## config.mk

```make
export PLATFORM = sky130hd
export DESIGN_NAME = patr_ctrl
export DESIGN_NICKNAME = d
export VERILOG_FILES = /design/src/shared/patr_pkg.sv /design/src/core/patr_power_table.sv /design/src/core/patr_shaper.sv /design/src/core/patr_ctrl.sv
export SDC_FILE = /design/constraint.sdc
export NUM_CORES = 1
export LEC_CHECK = 0
export ABC_CLOCK_PERIOD_IN_PS = 3250
export BUFFER_PORTS_ARGS = -buffer_cell sky130_fd_sc_hd__buf_2
export CORE_ASPECT_RATIO = 0.8
export CORE_MARGIN = 2
export CORE_UTILIZATION = 45
export DETAILED_ROUTE_END_ITERATION = 16
export SYNTH_ARGS = -nofsm -noshare
export SYNTH_HDL_FRONTEND = slang
export SYNTH_HIERARCHICAL = 1
export SYNTH_SLANG_ARGS = --single-unit
```

## constraint.sdc

```tcl
create_clock -name mclk_i -period 3.25 [get_ports mclk_i]
set_input_delay 0 -clock mclk_i [delete_from_list [all_inputs] [get_ports mclk_i]]
set_output_delay 0 -clock mclk_i [all_outputs]
set_load 0.05 [all_outputs]
```

## src/shared/patr_pkg.sv

```systemverilog
// Package for the power table and ramp control block.
// Assumes a single 250 MHz clock and a plain register port.
package patr_pkg;
    localparam int unsigned CLK_PERIOD_NS = 4;
    // Register offsets
    localparam logic [7:0] ADDR_POWER_TABLE = 8'h00;
    localparam logic [7:0] ADDR_FRONT_END_TX_CONFIG = 8'h01;
    localparam logic [7:0] ADDR_GP_OUT_CONFIG_REG = 8'h02;
    localparam logic [7:0] ADDR_SYNTH_CAL_WORD_ONE = 8'h03;
    localparam logic [7:0] ADDR_TX_CTRL = 8'h04;
    localparam logic [7:0] ADDR_STATUS = 8'h05;
    // Field positions in the tx config register
    localparam int unsigned TOP_INDEX_LSB = 0;
    localparam int unsigned MOD_LSB = 4;
    // Status field positions
    localparam int unsigned ST_LOCK = 0;
    localparam int unsigned ST_SLEEP = 1;
    localparam int unsigned ST_TX = 2;
    // Reset and special values
    localparam logic [7:0] POWER_TABLE_RST = 8'hC6;
    localparam logic [7:0] FORBID_LO = 8'h61;
    localparam logic [7:0] FORBID_HI = 8'h6F;
    localparam logic [5:0] GP_SEL_LOCK = 6'h0A;
    localparam logic [5:0] GP_SEL_RST = 6'h00;
    localparam logic [5:0] CAL_UNLOCKED = 6'h3F;
    localparam logic [7:0] TX_CONFIG_RST = 8'h00;
    // Shaping counter runs at eight times the symbol rate
    localparam int unsigned SHAPE_PER_SYMBOL = 8;
    localparam logic [15:0] SYM_DIV_RST = 16'h0010;
    // Modulation modes
    typedef enum logic [1:0] {
        PATR_MOD_FSK = 2'h0,
        PATR_MOD_OOK = 2'h1,
        PATR_MOD_ASK = 2'h2
    } patr_mod_t;
endpackage

```

## src/core/patr_power_table.sv

```systemverilog
// Power level table storage, eight entries of flip-flops.
// Assumes the caller decodes burst and single writes.
`timescale 1ns/100ps
`default_nettype none
module patr_power_table #(
    parameter int DEPTH = 8,
    parameter int WIDTH = 8
) (
    // Clock and reset
    input wire logic mclk_i,
    input wire logic resetn_i,
    input wire logic ce_i,
    // Write port
    input wire logic wr_i,
    input wire logic [$clog2(DEPTH)-1:0] wr_idx_i,
    input wire logic [WIDTH-1:0] wr_data_i,
    // Sleep entry loses upper entries
    input wire logic sleep_enter_i,
    // Read ports
    input wire logic [$clog2(DEPTH)-1:0] tx_idx_i,
    output logic [WIDTH-1:0] tx_level_o,
    input wire logic [$clog2(DEPTH)-1:0] rd_idx_i,
    output logic [WIDTH-1:0] rd_data_o
);
    initial begin
        if (DEPTH != 8 || WIDTH != 8) $error("patr_power_table: DEPTH and WIDTH must be 8");
    end
    logic [WIDTH-1:0] entry_r [DEPTH];
    genvar g;
    generate
        for (g = 0; g < DEPTH; g++) begin : g_entry
            always_ff @(posedge mclk_i or negedge resetn_i) begin
                if (!resetn_i) begin
                    entry_r[g] <= patr_pkg::POWER_TABLE_RST;
                end else if (ce_i) begin
                    if (sleep_enter_i && g != 0) begin
                        entry_r[g] <= patr_pkg::POWER_TABLE_RST;
                    end else if (wr_i && wr_idx_i == g) begin
                        entry_r[g] <= wr_data_i;
                    end
                end
            end
        end
    endgenerate
    assign tx_level_o = entry_r[tx_idx_i];
    assign rd_data_o = entry_r[rd_idx_i];
endmodule
`default_nettype wire

```

## src/core/patr_shaper.sv

```systemverilog
// Shaping counter stepping the table index for ramps and keying.
// Assumes a symbol tick from the parent.
`timescale 1ns/100ps
`default_nettype none
module patr_shaper #(
    parameter int IDX_W = 3
) (
    // Clock and reset
    input wire logic mclk_i,
    input wire logic resetn_i,
    input wire logic ce_i,
    // Control
    input wire logic step_i,
    input wire logic up_i,
    input wire logic [IDX_W-1:0] top_i,
    // Index out
    output logic [IDX_W-1:0] idx_o
);
    initial begin
        if (IDX_W < 1) $error("patr_shaper: IDX_W must be positive");
    end
    logic [IDX_W-1:0] idx_r;
    always_ff @(posedge mclk_i or negedge resetn_i) begin
        if (!resetn_i) begin
            idx_r <= '0;
        end else if (ce_i && step_i) begin
            // Saturate at the top index and at zero
            if (up_i && idx_r < top_i) begin
                idx_r <= idx_r + 1'b1;
            end else if (up_i && idx_r > top_i) begin
                idx_r <= top_i;
            end else if (!up_i && idx_r != '0) begin
                idx_r <= idx_r - 1'b1;
            end
        end
    end
    assign idx_o = idx_r;
endmodule
`default_nettype wire

```

## src/core/patr_ctrl.sv

```systemverilog
// Top of the power table and ramp control block.
// Assumes the host drives a plain synchronous register port and radio status inputs.
//
// Chosen here: the register addresses and the plain strobed port.
`timescale 1ns/100ps
`default_nettype none
// Functional notes
// - Eight-entry table; 3-bit top index selects the transmit power entry.
// - Ramps and shaping step through entries from 0 to top index.
// - In on-off keying, in the on state zero uses entry 0, one uses entry 1; ramps use the ramp index.
// - Table entries reset to 0xC6.
// - Single writes reach entry 0 only; burst writes reach others.
// - Sleep keeps entry 0 and loses all other entries.
// - Calibration word survives sleep.
// - Output select 0x0A routes PLL lock to general output.
// - Calibration register reads 0x3F while the PLL is unlocked outside sleep.
// - After power-down strobe, power drops when select returns high.
// - Select going low while powered down restores power and oscillator.
// - ASK counter at eight times symbol rate, saturating at top and zero.
// - Counter value indexes the table for instantaneous power.
module patr_ctrl #(
    parameter int DIV_W = 16
) (
    // Clock, reset, enable
    input wire logic mclk_i,
    input wire logic resetn_i,
    input wire logic ce_i,
    // Register port
    input wire logic [7:0] reg_addr_i,
    input wire logic [7:0] reg_wdata_i,
    input wire logic reg_wr_i,
    input wire logic reg_rd_i,
    input wire logic reg_burst_i,
    output logic [7:0] reg_rdata_o,
    // Serial select and power-down strobe
    input wire logic serial_select_n_i,
    input wire logic power_down_strobe_i,
    output logic core_power_on_o,
    output logic xosc_enable_o,
    // Sleep request from the radio state machine
    input wire logic sleep_req_i,
    // Transmit control
    input wire logic tx_start_i,
    input wire logic tx_end_i,
    input wire logic tx_bit_i,
    output logic tx_active_o,
    output logic [7:0] pa_level_o,
    // Synthesizer
    input wire logic pll_lock_i,
    input wire logic cal_done_i,
    input wire logic [5:0] cal_value_i,
    // General purpose output
    input wire logic [7:0] gp_other_i,
    output logic gp_output_pin_o
);
    initial begin
        if (DIV_W < 4 || DIV_W > 16) $error("patr_ctrl: DIV_W must be 4 to 16");
    end

    typedef enum logic [3:0] {
        PATR_IDLE = 4'b0001,
        PATR_RAMP_UP = 4'b0010,
        PATR_ON = 4'b0100,
        PATR_RAMP_DN = 4'b1000
    } patr_state_t;

    logic [7:0] front_end_tx_config_r;
    logic [7:0] gp_out_config_reg_r;
    logic [5:0] synth_cal_r;
    logic [DIV_W-1:0] sym_div_r;
    logic [DIV_W-1:0] div_cnt_r;
    logic [2:0] burst_idx_r;
    logic burst_active_r;
    logic pd_armed_r;
    logic powered_r;
    logic sleep_r;
    logic lock_r;
    logic gp_r;
    logic [7:0] pa_level_r;
    logic [7:0] rdata_r;
    patr_state_t state_r;
    patr_state_t state_nxt;

    logic [2:0] top_idx;
    logic [1:0] mode;
    logic tick;
    logic shape_step;
    logic shape_up;
    logic [2:0] shape_idx;
    logic [2:0] tx_idx;
    logic [7:0] tx_level;
    logic [7:0] tbl_rd;
    logic tbl_wr;
    logic [2:0] tbl_idx;
    logic sleep_enter;
    logic [5:0] gp_sel;

    assign top_idx = front_end_tx_config_r[patr_pkg::TOP_INDEX_LSB +: 3];
    assign mode = front_end_tx_config_r[patr_pkg::MOD_LSB +: 2];
    assign gp_sel = gp_out_config_reg_r[5:0];
    assign sleep_enter = sleep_req_i && !sleep_r;

    // Table write decode
    assign tbl_wr = reg_wr_i && reg_addr_i == patr_pkg::ADDR_POWER_TABLE;
    // A write outside a burst always lands in entry 0
    assign tbl_idx = (reg_burst_i && burst_active_r) ? burst_idx_r : 3'h0;

    always_ff @(posedge mclk_i or negedge resetn_i) begin
        if (!resetn_i) begin
            burst_idx_r <= 3'h0;
            burst_active_r <= 1'b0;
        end else if (ce_i) begin
            if (!reg_burst_i) begin
                burst_idx_r <= 3'h0;
                burst_active_r <= 1'b0;
            end else if (tbl_wr) begin
                burst_active_r <= 1'b1;
                burst_idx_r <= tbl_idx + 3'h1;
            end
        end
    end

    // Configuration registers
    always_ff @(posedge mclk_i or negedge resetn_i) begin
        if (!resetn_i) begin
            front_end_tx_config_r <= patr_pkg::TX_CONFIG_RST;
            gp_out_config_reg_r <= {2'h0, patr_pkg::GP_SEL_RST};
            sym_div_r <= DIV_W'(patr_pkg::SYM_DIV_RST);
        end else if (ce_i && reg_wr_i) begin
            unique case (reg_addr_i)
                patr_pkg::ADDR_FRONT_END_TX_CONFIG: front_end_tx_config_r <= reg_wdata_i;
                patr_pkg::ADDR_GP_OUT_CONFIG_REG: gp_out_config_reg_r <= reg_wdata_i;
                patr_pkg::ADDR_TX_CTRL: sym_div_r <= DIV_W'(reg_wdata_i);
                default: ;
            endcase
        end
    end

    // Calibration word is held across sleep, not cleared by it
    always_ff @(posedge mclk_i or negedge resetn_i) begin
        if (!resetn_i) begin
            synth_cal_r <= patr_pkg::CAL_UNLOCKED;
            lock_r <= 1'b0;
        end else if (ce_i) begin
            lock_r <= pll_lock_i;
            if (cal_done_i) begin
                synth_cal_r <= pll_lock_i ? cal_value_i : patr_pkg::CAL_UNLOCKED;
            end else if (!pll_lock_i && !sleep_r) begin
                synth_cal_r <= patr_pkg::CAL_UNLOCKED;
            end
        end
    end

    // Power-down: armed by the strobe, power drops only when select is high
    always_ff @(posedge mclk_i or negedge resetn_i) begin
        if (!resetn_i) begin
            pd_armed_r <= 1'b0;
            powered_r <= 1'b1;
            sleep_r <= 1'b0;
        end else if (ce_i) begin
            if (!powered_r) begin
                if (!serial_select_n_i) begin
                    powered_r <= 1'b1;
                    sleep_r <= 1'b0;
                end
            end else if (pd_armed_r && serial_select_n_i) begin
                powered_r <= 1'b0;
                pd_armed_r <= 1'b0;
                sleep_r <= 1'b1;
            end else if (power_down_strobe_i) begin
                pd_armed_r <= 1'b1;
            end else if (sleep_enter) begin
                sleep_r <= 1'b1;
            end else if (!sleep_req_i && serial_select_n_i) begin
                sleep_r <= sleep_r;
            end else if (!sleep_req_i) begin
                sleep_r <= 1'b0;
            end
        end
    end

    // Symbol tick at eight times the symbol rate
    assign tick = div_cnt_r == '0;
    always_ff @(posedge mclk_i or negedge resetn_i) begin
        if (!resetn_i) begin
            div_cnt_r <= '0;
        end else if (ce_i) begin
            div_cnt_r <= tick ? sym_div_r : div_cnt_r - 1'b1;
        end
    end

    // Packet ramp sequencer
    always_comb begin
        state_nxt = state_r;
        unique case (state_r)
            PATR_IDLE: if (tx_start_i) state_nxt = PATR_RAMP_UP;
            PATR_RAMP_UP: if (shape_idx == top_idx) state_nxt = PATR_ON;
            PATR_ON: if (tx_end_i) state_nxt = PATR_RAMP_DN;
            PATR_RAMP_DN: if (shape_idx == 3'h0) state_nxt = PATR_IDLE;
            default: state_nxt = PATR_IDLE;
        endcase
    end
    always_ff @(posedge mclk_i or negedge resetn_i) begin
        if (!resetn_i) begin
            state_r <= PATR_IDLE;
        end else if (ce_i) begin
            state_r <= state_nxt;
        end
    end

    // Ramp up toward top, or follow data bits in ASK, else ramp down
    assign shape_step = tick && state_r != PATR_IDLE;
    always_comb begin
        shape_up = 1'b0;
        unique case (state_r)
            PATR_RAMP_UP: shape_up = 1'b1;
            PATR_ON: shape_up = mode == patr_pkg::PATR_MOD_ASK ? tx_bit_i : 1'b1;
            default: shape_up = 1'b0;
        endcase
    end

    patr_shaper #(
        .IDX_W(3)
    ) u_shaper (
        .mclk_i(mclk_i),
        .resetn_i(resetn_i),
        .ce_i(ce_i),
        .step_i(shape_step),
        .up_i(shape_up),
        .top_i(top_idx),
        .idx_o(shape_idx)
    );

    // In the on state, on-off keying picks entry 0 or 1 per bit instead of the ramp index
    assign tx_idx = (mode == patr_pkg::PATR_MOD_OOK && state_r == PATR_ON) ?
        {2'h0, tx_bit_i} : shape_idx;

    patr_power_table #(
        .DEPTH(8),
        .WIDTH(8)
    ) u_table (
        .mclk_i(mclk_i),
        .resetn_i(resetn_i),
        .ce_i(ce_i),
        .wr_i(tbl_wr),
        .wr_idx_i(tbl_idx),
        .wr_data_i(reg_wdata_i),
        .sleep_enter_i(sleep_enter || (pd_armed_r && serial_select_n_i && powered_r)),
        .tx_idx_i(tx_idx),
        .tx_level_o(tx_level),
        .rd_idx_i(3'h0),
        .rd_data_o(tbl_rd)
    );

    always_ff @(posedge mclk_i or negedge resetn_i) begin
        if (!resetn_i) begin
            pa_level_r <= 8'h00;
        end else if (ce_i) begin
            pa_level_r <= state_r == PATR_IDLE ? 8'h00 : tx_level;
        end
    end

    // General output: lock detector on select 0x0A, else a status bit
    always_ff @(posedge mclk_i or negedge resetn_i) begin
        if (!resetn_i) begin
            gp_r <= 1'b0;
        end else if (ce_i) begin
            gp_r <= gp_sel == patr_pkg::GP_SEL_LOCK ? lock_r : gp_other_i[gp_sel[2:0]];
        end
    end

    // Read data one cycle after the strobe; unmapped reads give zero
    always_ff @(posedge mclk_i or negedge resetn_i) begin
        if (!resetn_i) begin
            rdata_r <= 8'h00;
        end else if (ce_i) begin
            rdata_r <= 8'h00;
            if (reg_rd_i) begin
                unique case (reg_addr_i)
                    patr_pkg::ADDR_POWER_TABLE: rdata_r <= tbl_rd;
                    patr_pkg::ADDR_FRONT_END_TX_CONFIG: rdata_r <= front_end_tx_config_r;
                    patr_pkg::ADDR_GP_OUT_CONFIG_REG: rdata_r <= gp_out_config_reg_r;
                    patr_pkg::ADDR_SYNTH_CAL_WORD_ONE: rdata_r <= {2'h0, synth_cal_r};
                    patr_pkg::ADDR_TX_CTRL: rdata_r <= 8'(sym_div_r);
                    patr_pkg::ADDR_STATUS: rdata_r <= {5'h00, state_r != PATR_IDLE,
                        sleep_r, lock_r};
                    default: rdata_r <= 8'h00;
                endcase
            end
        end
    end

    assign reg_rdata_o = rdata_r;
    assign pa_level_o = pa_level_r;
    assign gp_output_pin_o = gp_r;
    assign core_power_on_o = powered_r;
    assign xosc_enable_o = powered_r;
    assign tx_active_o = state_r != PATR_IDLE;
endmodule
`default_nettype wire

```

After elaboration in Yosys (flattened, before gate mapping)
Cells that the tools add are included.

storage, ports and cells
  register bits after elaboration = 142
  output and inout port bits = 20

operators by class
  add/sub/neg operators = 4
  order comparisons = 4
  equality and inequality tests = 30
  muxes and demuxes = 55
  bitwise logic cells = 1
  reduce and logical (&&, ||, !) cells = 59

operator list
  cell                                                                  number
  8-bit 2-to-1 mux                                                      18
  8-bit case mux with 6 select lines                                    1
  2-bit AND reduction                                                   14
  8-bit binary-select mux with 3-bit select                             1
  1-bit logical AND                                                     22
  3-bit 2-to-1 mux                                                      7
  6-bit 2-to-1 mux                                                      3
  2-bit nonzero test                                                    9
  1-bit 2-to-1 mux                                                      17
  8-bit by 2-bit == test with 1-bit output, second input constant       2
  8-bit by 3-bit == test with 1-bit output, second input constant       2
  16-bit logical NOT                                                    1
  16-bit 2-to-1 mux                                                     1
  4-bit 2-to-1 mux                                                      4
  4-bit case mux with 4 select lines                                    1
  16-bit by 1-bit subtractor with 16-bit output, second input constant  1
  3-bit == test, second input constant                                  4
  5-bit AND reduction                                                   2
  8-bit by 1-bit == test with 1-bit output, second input constant       1
  8-bit logical NOT                                                     1
  2-bit != test, second input constant                                  4
  3-bit by 1-bit adder with 3-bit output, second input constant         2
  3-bit by 2-bit == test with 1-bit output, second input constant       2
  6-bit by 4-bit == test with 1-bit output, second input constant       1
  other kinds (26)                                                      32

Longest topological paths before layout
  depth after elaboration = 8
  depth in mapped cells = 11
  depth with buffers taken out = 10

Modules after synthesis
Netlist, hierarchy kept.

by module, submodules not included
  module            times used  cells an instance  area each (um^2)  seq. area each (um^2)
  patr_ctrl         1           369                3966.3            1888.1
  patr_power_table  1           257                3682.3            1641.6
  patr_shaper       1           44                 360.3             75.1

Worst setup path after synthesis
No wires, ideal clock.

  path type = flip-flop to flip-flop
  from = reg state_r[0]
  to = reg u_shaper.idx_r[2] (netlist: u_shaper/idx_o[2])
  data arrival time = 2.354 ns
  data required time = 3.124 ns
  setup slack = 0.770 ns
  cell stages (with the launch flop) = 10
  buffers on the path = 2
  clock period less this slack = 2.480 ns
  cell sequence = dfstp_2 -> clkbuf_1 -> nor4b_1 -> clkbuf_1 -> nor2_1 -> nand2_1 -> a21oi_1 -> o31a_1 -> mux2_4 -> a221o_1

on the way
  elaborated cells between the ends (all ways) = 14
  classes of those cells = eq/ne: 3; mux: 3; reduce/logical: 8

RTL lines
  what                                      RTL line           text
  start, declared                           patr_ctrl.sv:81    patr_state_t state_r;
  start signal, assigned                    patr_ctrl.sv:207   state_r <= state_nxt;
  4-bit by 1-bit != test with 1-bit output  patr_ctrl.sv:212   assign shape_step = tick && state_r != PATR_IDLE;
  1-bit logical AND                         patr_ctrl.sv:212
  net shape_step                            patr_ctrl.sv:87    logic shape_step;
  1-bit logical AND                         patr_shaper.sv:26  end else if (ce_i && step_i) begin
  2-bit AND reduction (no source line)      n/a
  end signal, assigned                      patr_shaper.sv:29  idx_r <= idx_r + 1'b1;
  end signal, assigned                      patr_shaper.sv:31  idx_r <= top_i;
  end signal, assigned                      patr_shaper.sv:33  idx_r <= idx_r - 1'b1;
  end, declared                             patr_shaper.sv:22  logic [IDX_W-1:0] idx_r;

The timed path passes the listed nets, and every way through them passes these cells.
A chain may end at the register's enable or synchronous reset.

Final worst setup path
  from = reg state_r[1]
  to = reg pa_level_r[0] (netlist: pa_level_o[0])

on the way
  longest elaborated chain between the ends = 8
  elaborated cells between the ends (all ways) = 9
  classes of those cells = eq/ne: 2; mux: 5; bitwise: 1; reduce/logical: 1

RTL lines
  what                                                    RTL line                text
  4-bit by 3-bit == test with 1-bit output                patr_ctrl.sv:235        assign tx_idx = (mode == patr_pkg::PATR_MOD_OOK && state_r == PATR_ON) ?
  1-bit logical AND                                       patr_ctrl.sv:235
  3-bit 2-to-1 mux                                        patr_ctrl.sv:235
  net tx_idx[0]                                           patr_ctrl.sv:90         logic [2:0] tx_idx;
  3-bit inverter with 4-bit output (not written as such)  patr_power_table.sv:45  assign tx_level_o = entry_r[tx_idx_i];
  8-bit binary-select mux with 3-bit select               patr_power_table.sv:45
  8-bit 2-to-1 mux (not written as such) (2 in series)    patr_power_table.sv:45
  net tx_level[0]                                         patr_ctrl.sv:91         logic [7:0] tx_level;
  8-bit 2-to-1 mux                                        patr_ctrl.sv:259        pa_level_r <= state_r == PATR_IDLE ? 8'h00 : tx_level;
  end signal, assigned                                    patr_ctrl.sv:259
  end, declared                                           patr_ctrl.sv:79         logic [7:0] pa_level_r;

The timed path passes the listed nets, and every way through them passes these cells. The select of a mux whose other input is x is not followed.

==> flow_summary.json <==
{
  "status": "finished clean",
  "wirelength_um": 22800,
  "yosys_warnings": 6,
  "async_flop_share_pct": 100,
  "tightest_slew_ns": 0.873,
  "worstSetupPathType": "register to register",
  "grt_max_degree": 77,
  "diodes": 0,
  "syn_inst": 670,
  "critPathSlowestCell": "mux2_2",
  "cp_cell_sequence": "nand2b_1 > nor3_1 > nand3b_1 > mux2_2 > mux4_1 > mux2_2 > nand2_1 > o2bb2ai_1",
  "grt_pass1_vias": 6128,
  "p_per_area_nw_per_um2": 618,
  "multi_input_area_um2": 4150,
  "synth-simple-area-share_pct": 11.7,
  "numCtsBuffers": 17,
  "ys_types": 69,
  "fmax_ghz": 0.348,
  "setup_viol": 0,
  "drtPass1Iterations": 8,
  "cts_tree": "done",
  "cpMostUsedCell": "mux2_2",
  "grt_pass1_wl_um": 35500,
  "synth_top_family_by_area": "multiplexers",
  "post-route-util_pct": 54.1,
  "muxShareOfSynthArea_pct": 20.5,
  "register_area_um2": 3600,
  "cts_root_buf": "clkbuf_16",
  "cp-start-kind": "register",
  "drv_cap": 0,
  "rows": 43,
  "cts.path.max_buffers": 2,
  "via_per_inst": 6.32,
  "drv_slew": 0,
  "critical_path_arrival_ns": 3.18,
  "dieArea_um2": 18900,
  "die-height_um": 123,
  "min_period_ns": 2.87,
  "path_delay_family": "multiplexers",
  "ir_drop_uv": 336,
  "whs_ns": 0.0649,
  "clkTransAtPathRegs_ns": 0.06,
  "r2r_setup_slack_ns": 0.38,
  "worstSkewPairLatency_ns": 0.43,
  "leakage_nw": 4.18,
  "drive_gt1_share_pct": 29.8,
  "synth_fa_ha_area_share_pct": 1.25,
  "slew_headroom_pct": 41.8,
  "rsz0062_at_grt": "false",
  "synth_ff_type": "dfrtp_1",
  "die_w_um": 153,
  "pre_cts_ws_ns": 0.439,
  "grt_usage_pct": 24.9,
  "syn_to_final_growth_pct": 17.4,
  "ios": 64,
  "design.core.area_um2": 17400,
  "port-buffer-count": 63,
  "routabilityCongestion": 0.927,
  "antenna_found_initial": 0,
  "post_cts_resized": 0,
  "wl_per_cell_um": 23.1,
  "critPathMaxStageDelay_ns": 0.64,
  "setup_ws_ns": 0.376,
  "synth-edff-count": 0,
  "ys_seq_area_share_pct": 45.0,
  "fin_setup_tns_ns": 0,
  "cts_setup_buffers": 0,
  "ys_seq_elements": 142,
  "cp_num_buf_inv": 0,
  "required_ns": 3.56,
  "drt-initial-drc-count": 583,
  "finalCritPeriodShare_pct": 88.4,
  "synth.avg_cell_area_um2": 12.0,
  "cts_max_level": 4,
  "vias": 6242,
  "cts.sinks": 142,
  "finClkSkew_ns": 0.00886,
  "nFillCells": 1460,
  "critPathCaptureType": "register",
  "dp_hpwl_um": 15800,
  "syn_area_um2": 8010,
  "synth_compound_area_share_pct": 17.2,
  "synth-xor-area-share_pct": 0.875,
  "path_max_fanout": 16,
  "start_util_pct": 46.1,
  "hold_path.class": "primary input to register",
  "drc": 0,
  "hold_viol": 0,
  "gr-total-overflow": 0,
  "final_nets": 802,
  "ant_nets": 0,
  "total_power_w": 0.00581
}
==> flip-flops by register name, indices dropped and copies added, names as in the netlist <==
register	flops
burst_active_r	1
burst_idx_r	3
core_power_on_o	1
div_cnt_r	16
front_end_tx_config_r	8
gp_out_config_reg_r	8
gp_output_pin_o	1
lock_r	1
pa_level_o	8
pd_armed_r	1
reg_rdata_o	8
sleep_r	1
state_r	4
sym_div_r	8
synth_cal_r	6
u_shaper/idx_o	3
u_table/entry_r	64
==> kinds of logic (layout without fill, tap and decap cells) <==
family	count (synthesis)	in the layout
xor+xnor	8	8
buf+inv	57	148
other cells	1	3
fa+ha+maj	8	8
mux	102	102
flops	142	142
compound gates	178	178
simple gates	174	174
==> synth_stat cells (10+ instances only) <==
cell type / n / area [um2]
a211oi_1: 18 / 135
a21oi_1: 20 / 100
a22o_1: 28 / 245
a2bb2oi_1: 21 / 184
clkbuf_1: 25 / 93.8
dfrtp_1: 101 / 2530
dfstp_2: 41 / 1080
inv_1: 17 / 63.8
mux2_2: 60 / 676
mux4_1: 31 / 815
nand2_1: 30 / 113
nand3_1: 11 / 55.1
nor2_1: 43 / 161
nor2b_1: 16 / 100
nor3_1: 10 / 50.1
o21ai_0: 20 / 100
o2bb2ai_1: 19 / 166
==> per-layer routing <==
metal | GRT usage, % | share of wire [%] | up-vias
met1 | 37.2 | 46 | 3160
met3 | 5.43 | 8.5 | 27
met4 | 7.23 | 1.5 | 0
met2 | 36.4 | 44 | 280
li1 | - | - | 2775
met5 | 0 | 0 | -
==> cell usage in the layout, fill, tap and decap left out, drive strengths merged, types with 17 or more instances in the layout <==
master and n:
o21ai 20, mux2 61, a21oi 20, dfstp 41, dfrtp 101, mux4 34, a211oi 18, a22o 28
o2bb2ai 19, a2bb2oi 21, buf 78, clkbuf 24, nor2b 17, nand2 30, nor2 43, dlygate4sd3 21
inv 18
==> final timing paths <==
path	start	end	cells past startpoint
max	state_r[1]	pa_level_o[0]	8
min	reg_rd_i	reg_rdata_o[2]	3
max reg2reg	state_r[1]	pa_level_o[0]	8
min reg2reg	reg_rdata_o[7]	reg_rdata_o[7]	1
max in group asynchronous	resetn_i	sym_div_r[4]	3
min in group asynchronous	resetn_i	u_table/entry_r[19]	2
==> what timing repair did <==
action / 4_1_cts / 5_1_grt
hold buffers: 21 / 0
endpoints found under the hold margin: 112 / 0
endpoints found under the setup margin: 0 / 0
==> tightest hold or removal path, cell delays in order <==
cell	delay, ns
buf_2	0.10
nand4_1	0.24
o2bb2ai_1	0.11
==> metrics by stage <==
| step | std cells | instance area (um2) |
|---|---|---|
| 2_1_floorplan | 672 | 8020 |
| 3_3_place_gp | 935 | 8540 |
| 3_5_place_dp | 935 | 8540 |
| 4_1_cts | 988 | 9400 |
| 5_1_grt | 988 | 9400 |
| 6_report | 988 | 9400 |
==> report_power, final <==
part           total, W  switching [W]  internal [W]  leakage, nW
Combinational   0.00139       0.000812      0.000581         2.09
Clock           0.00208       0.000791       0.00129        0.305
Sequential      0.00233       0.000283       0.00205         1.78
==> area by class of cell <==
cell class	instances	area share [%]
inverter	17	0.679
timing repair buffer	99	6.99
clock buffer	24	5.94
sequential	142	38.4
tap	225	3.00
clock inverter	8	0.932
multi-input combinational	473	44.1
Note: power is estimated with default switching activity, not from simulation.
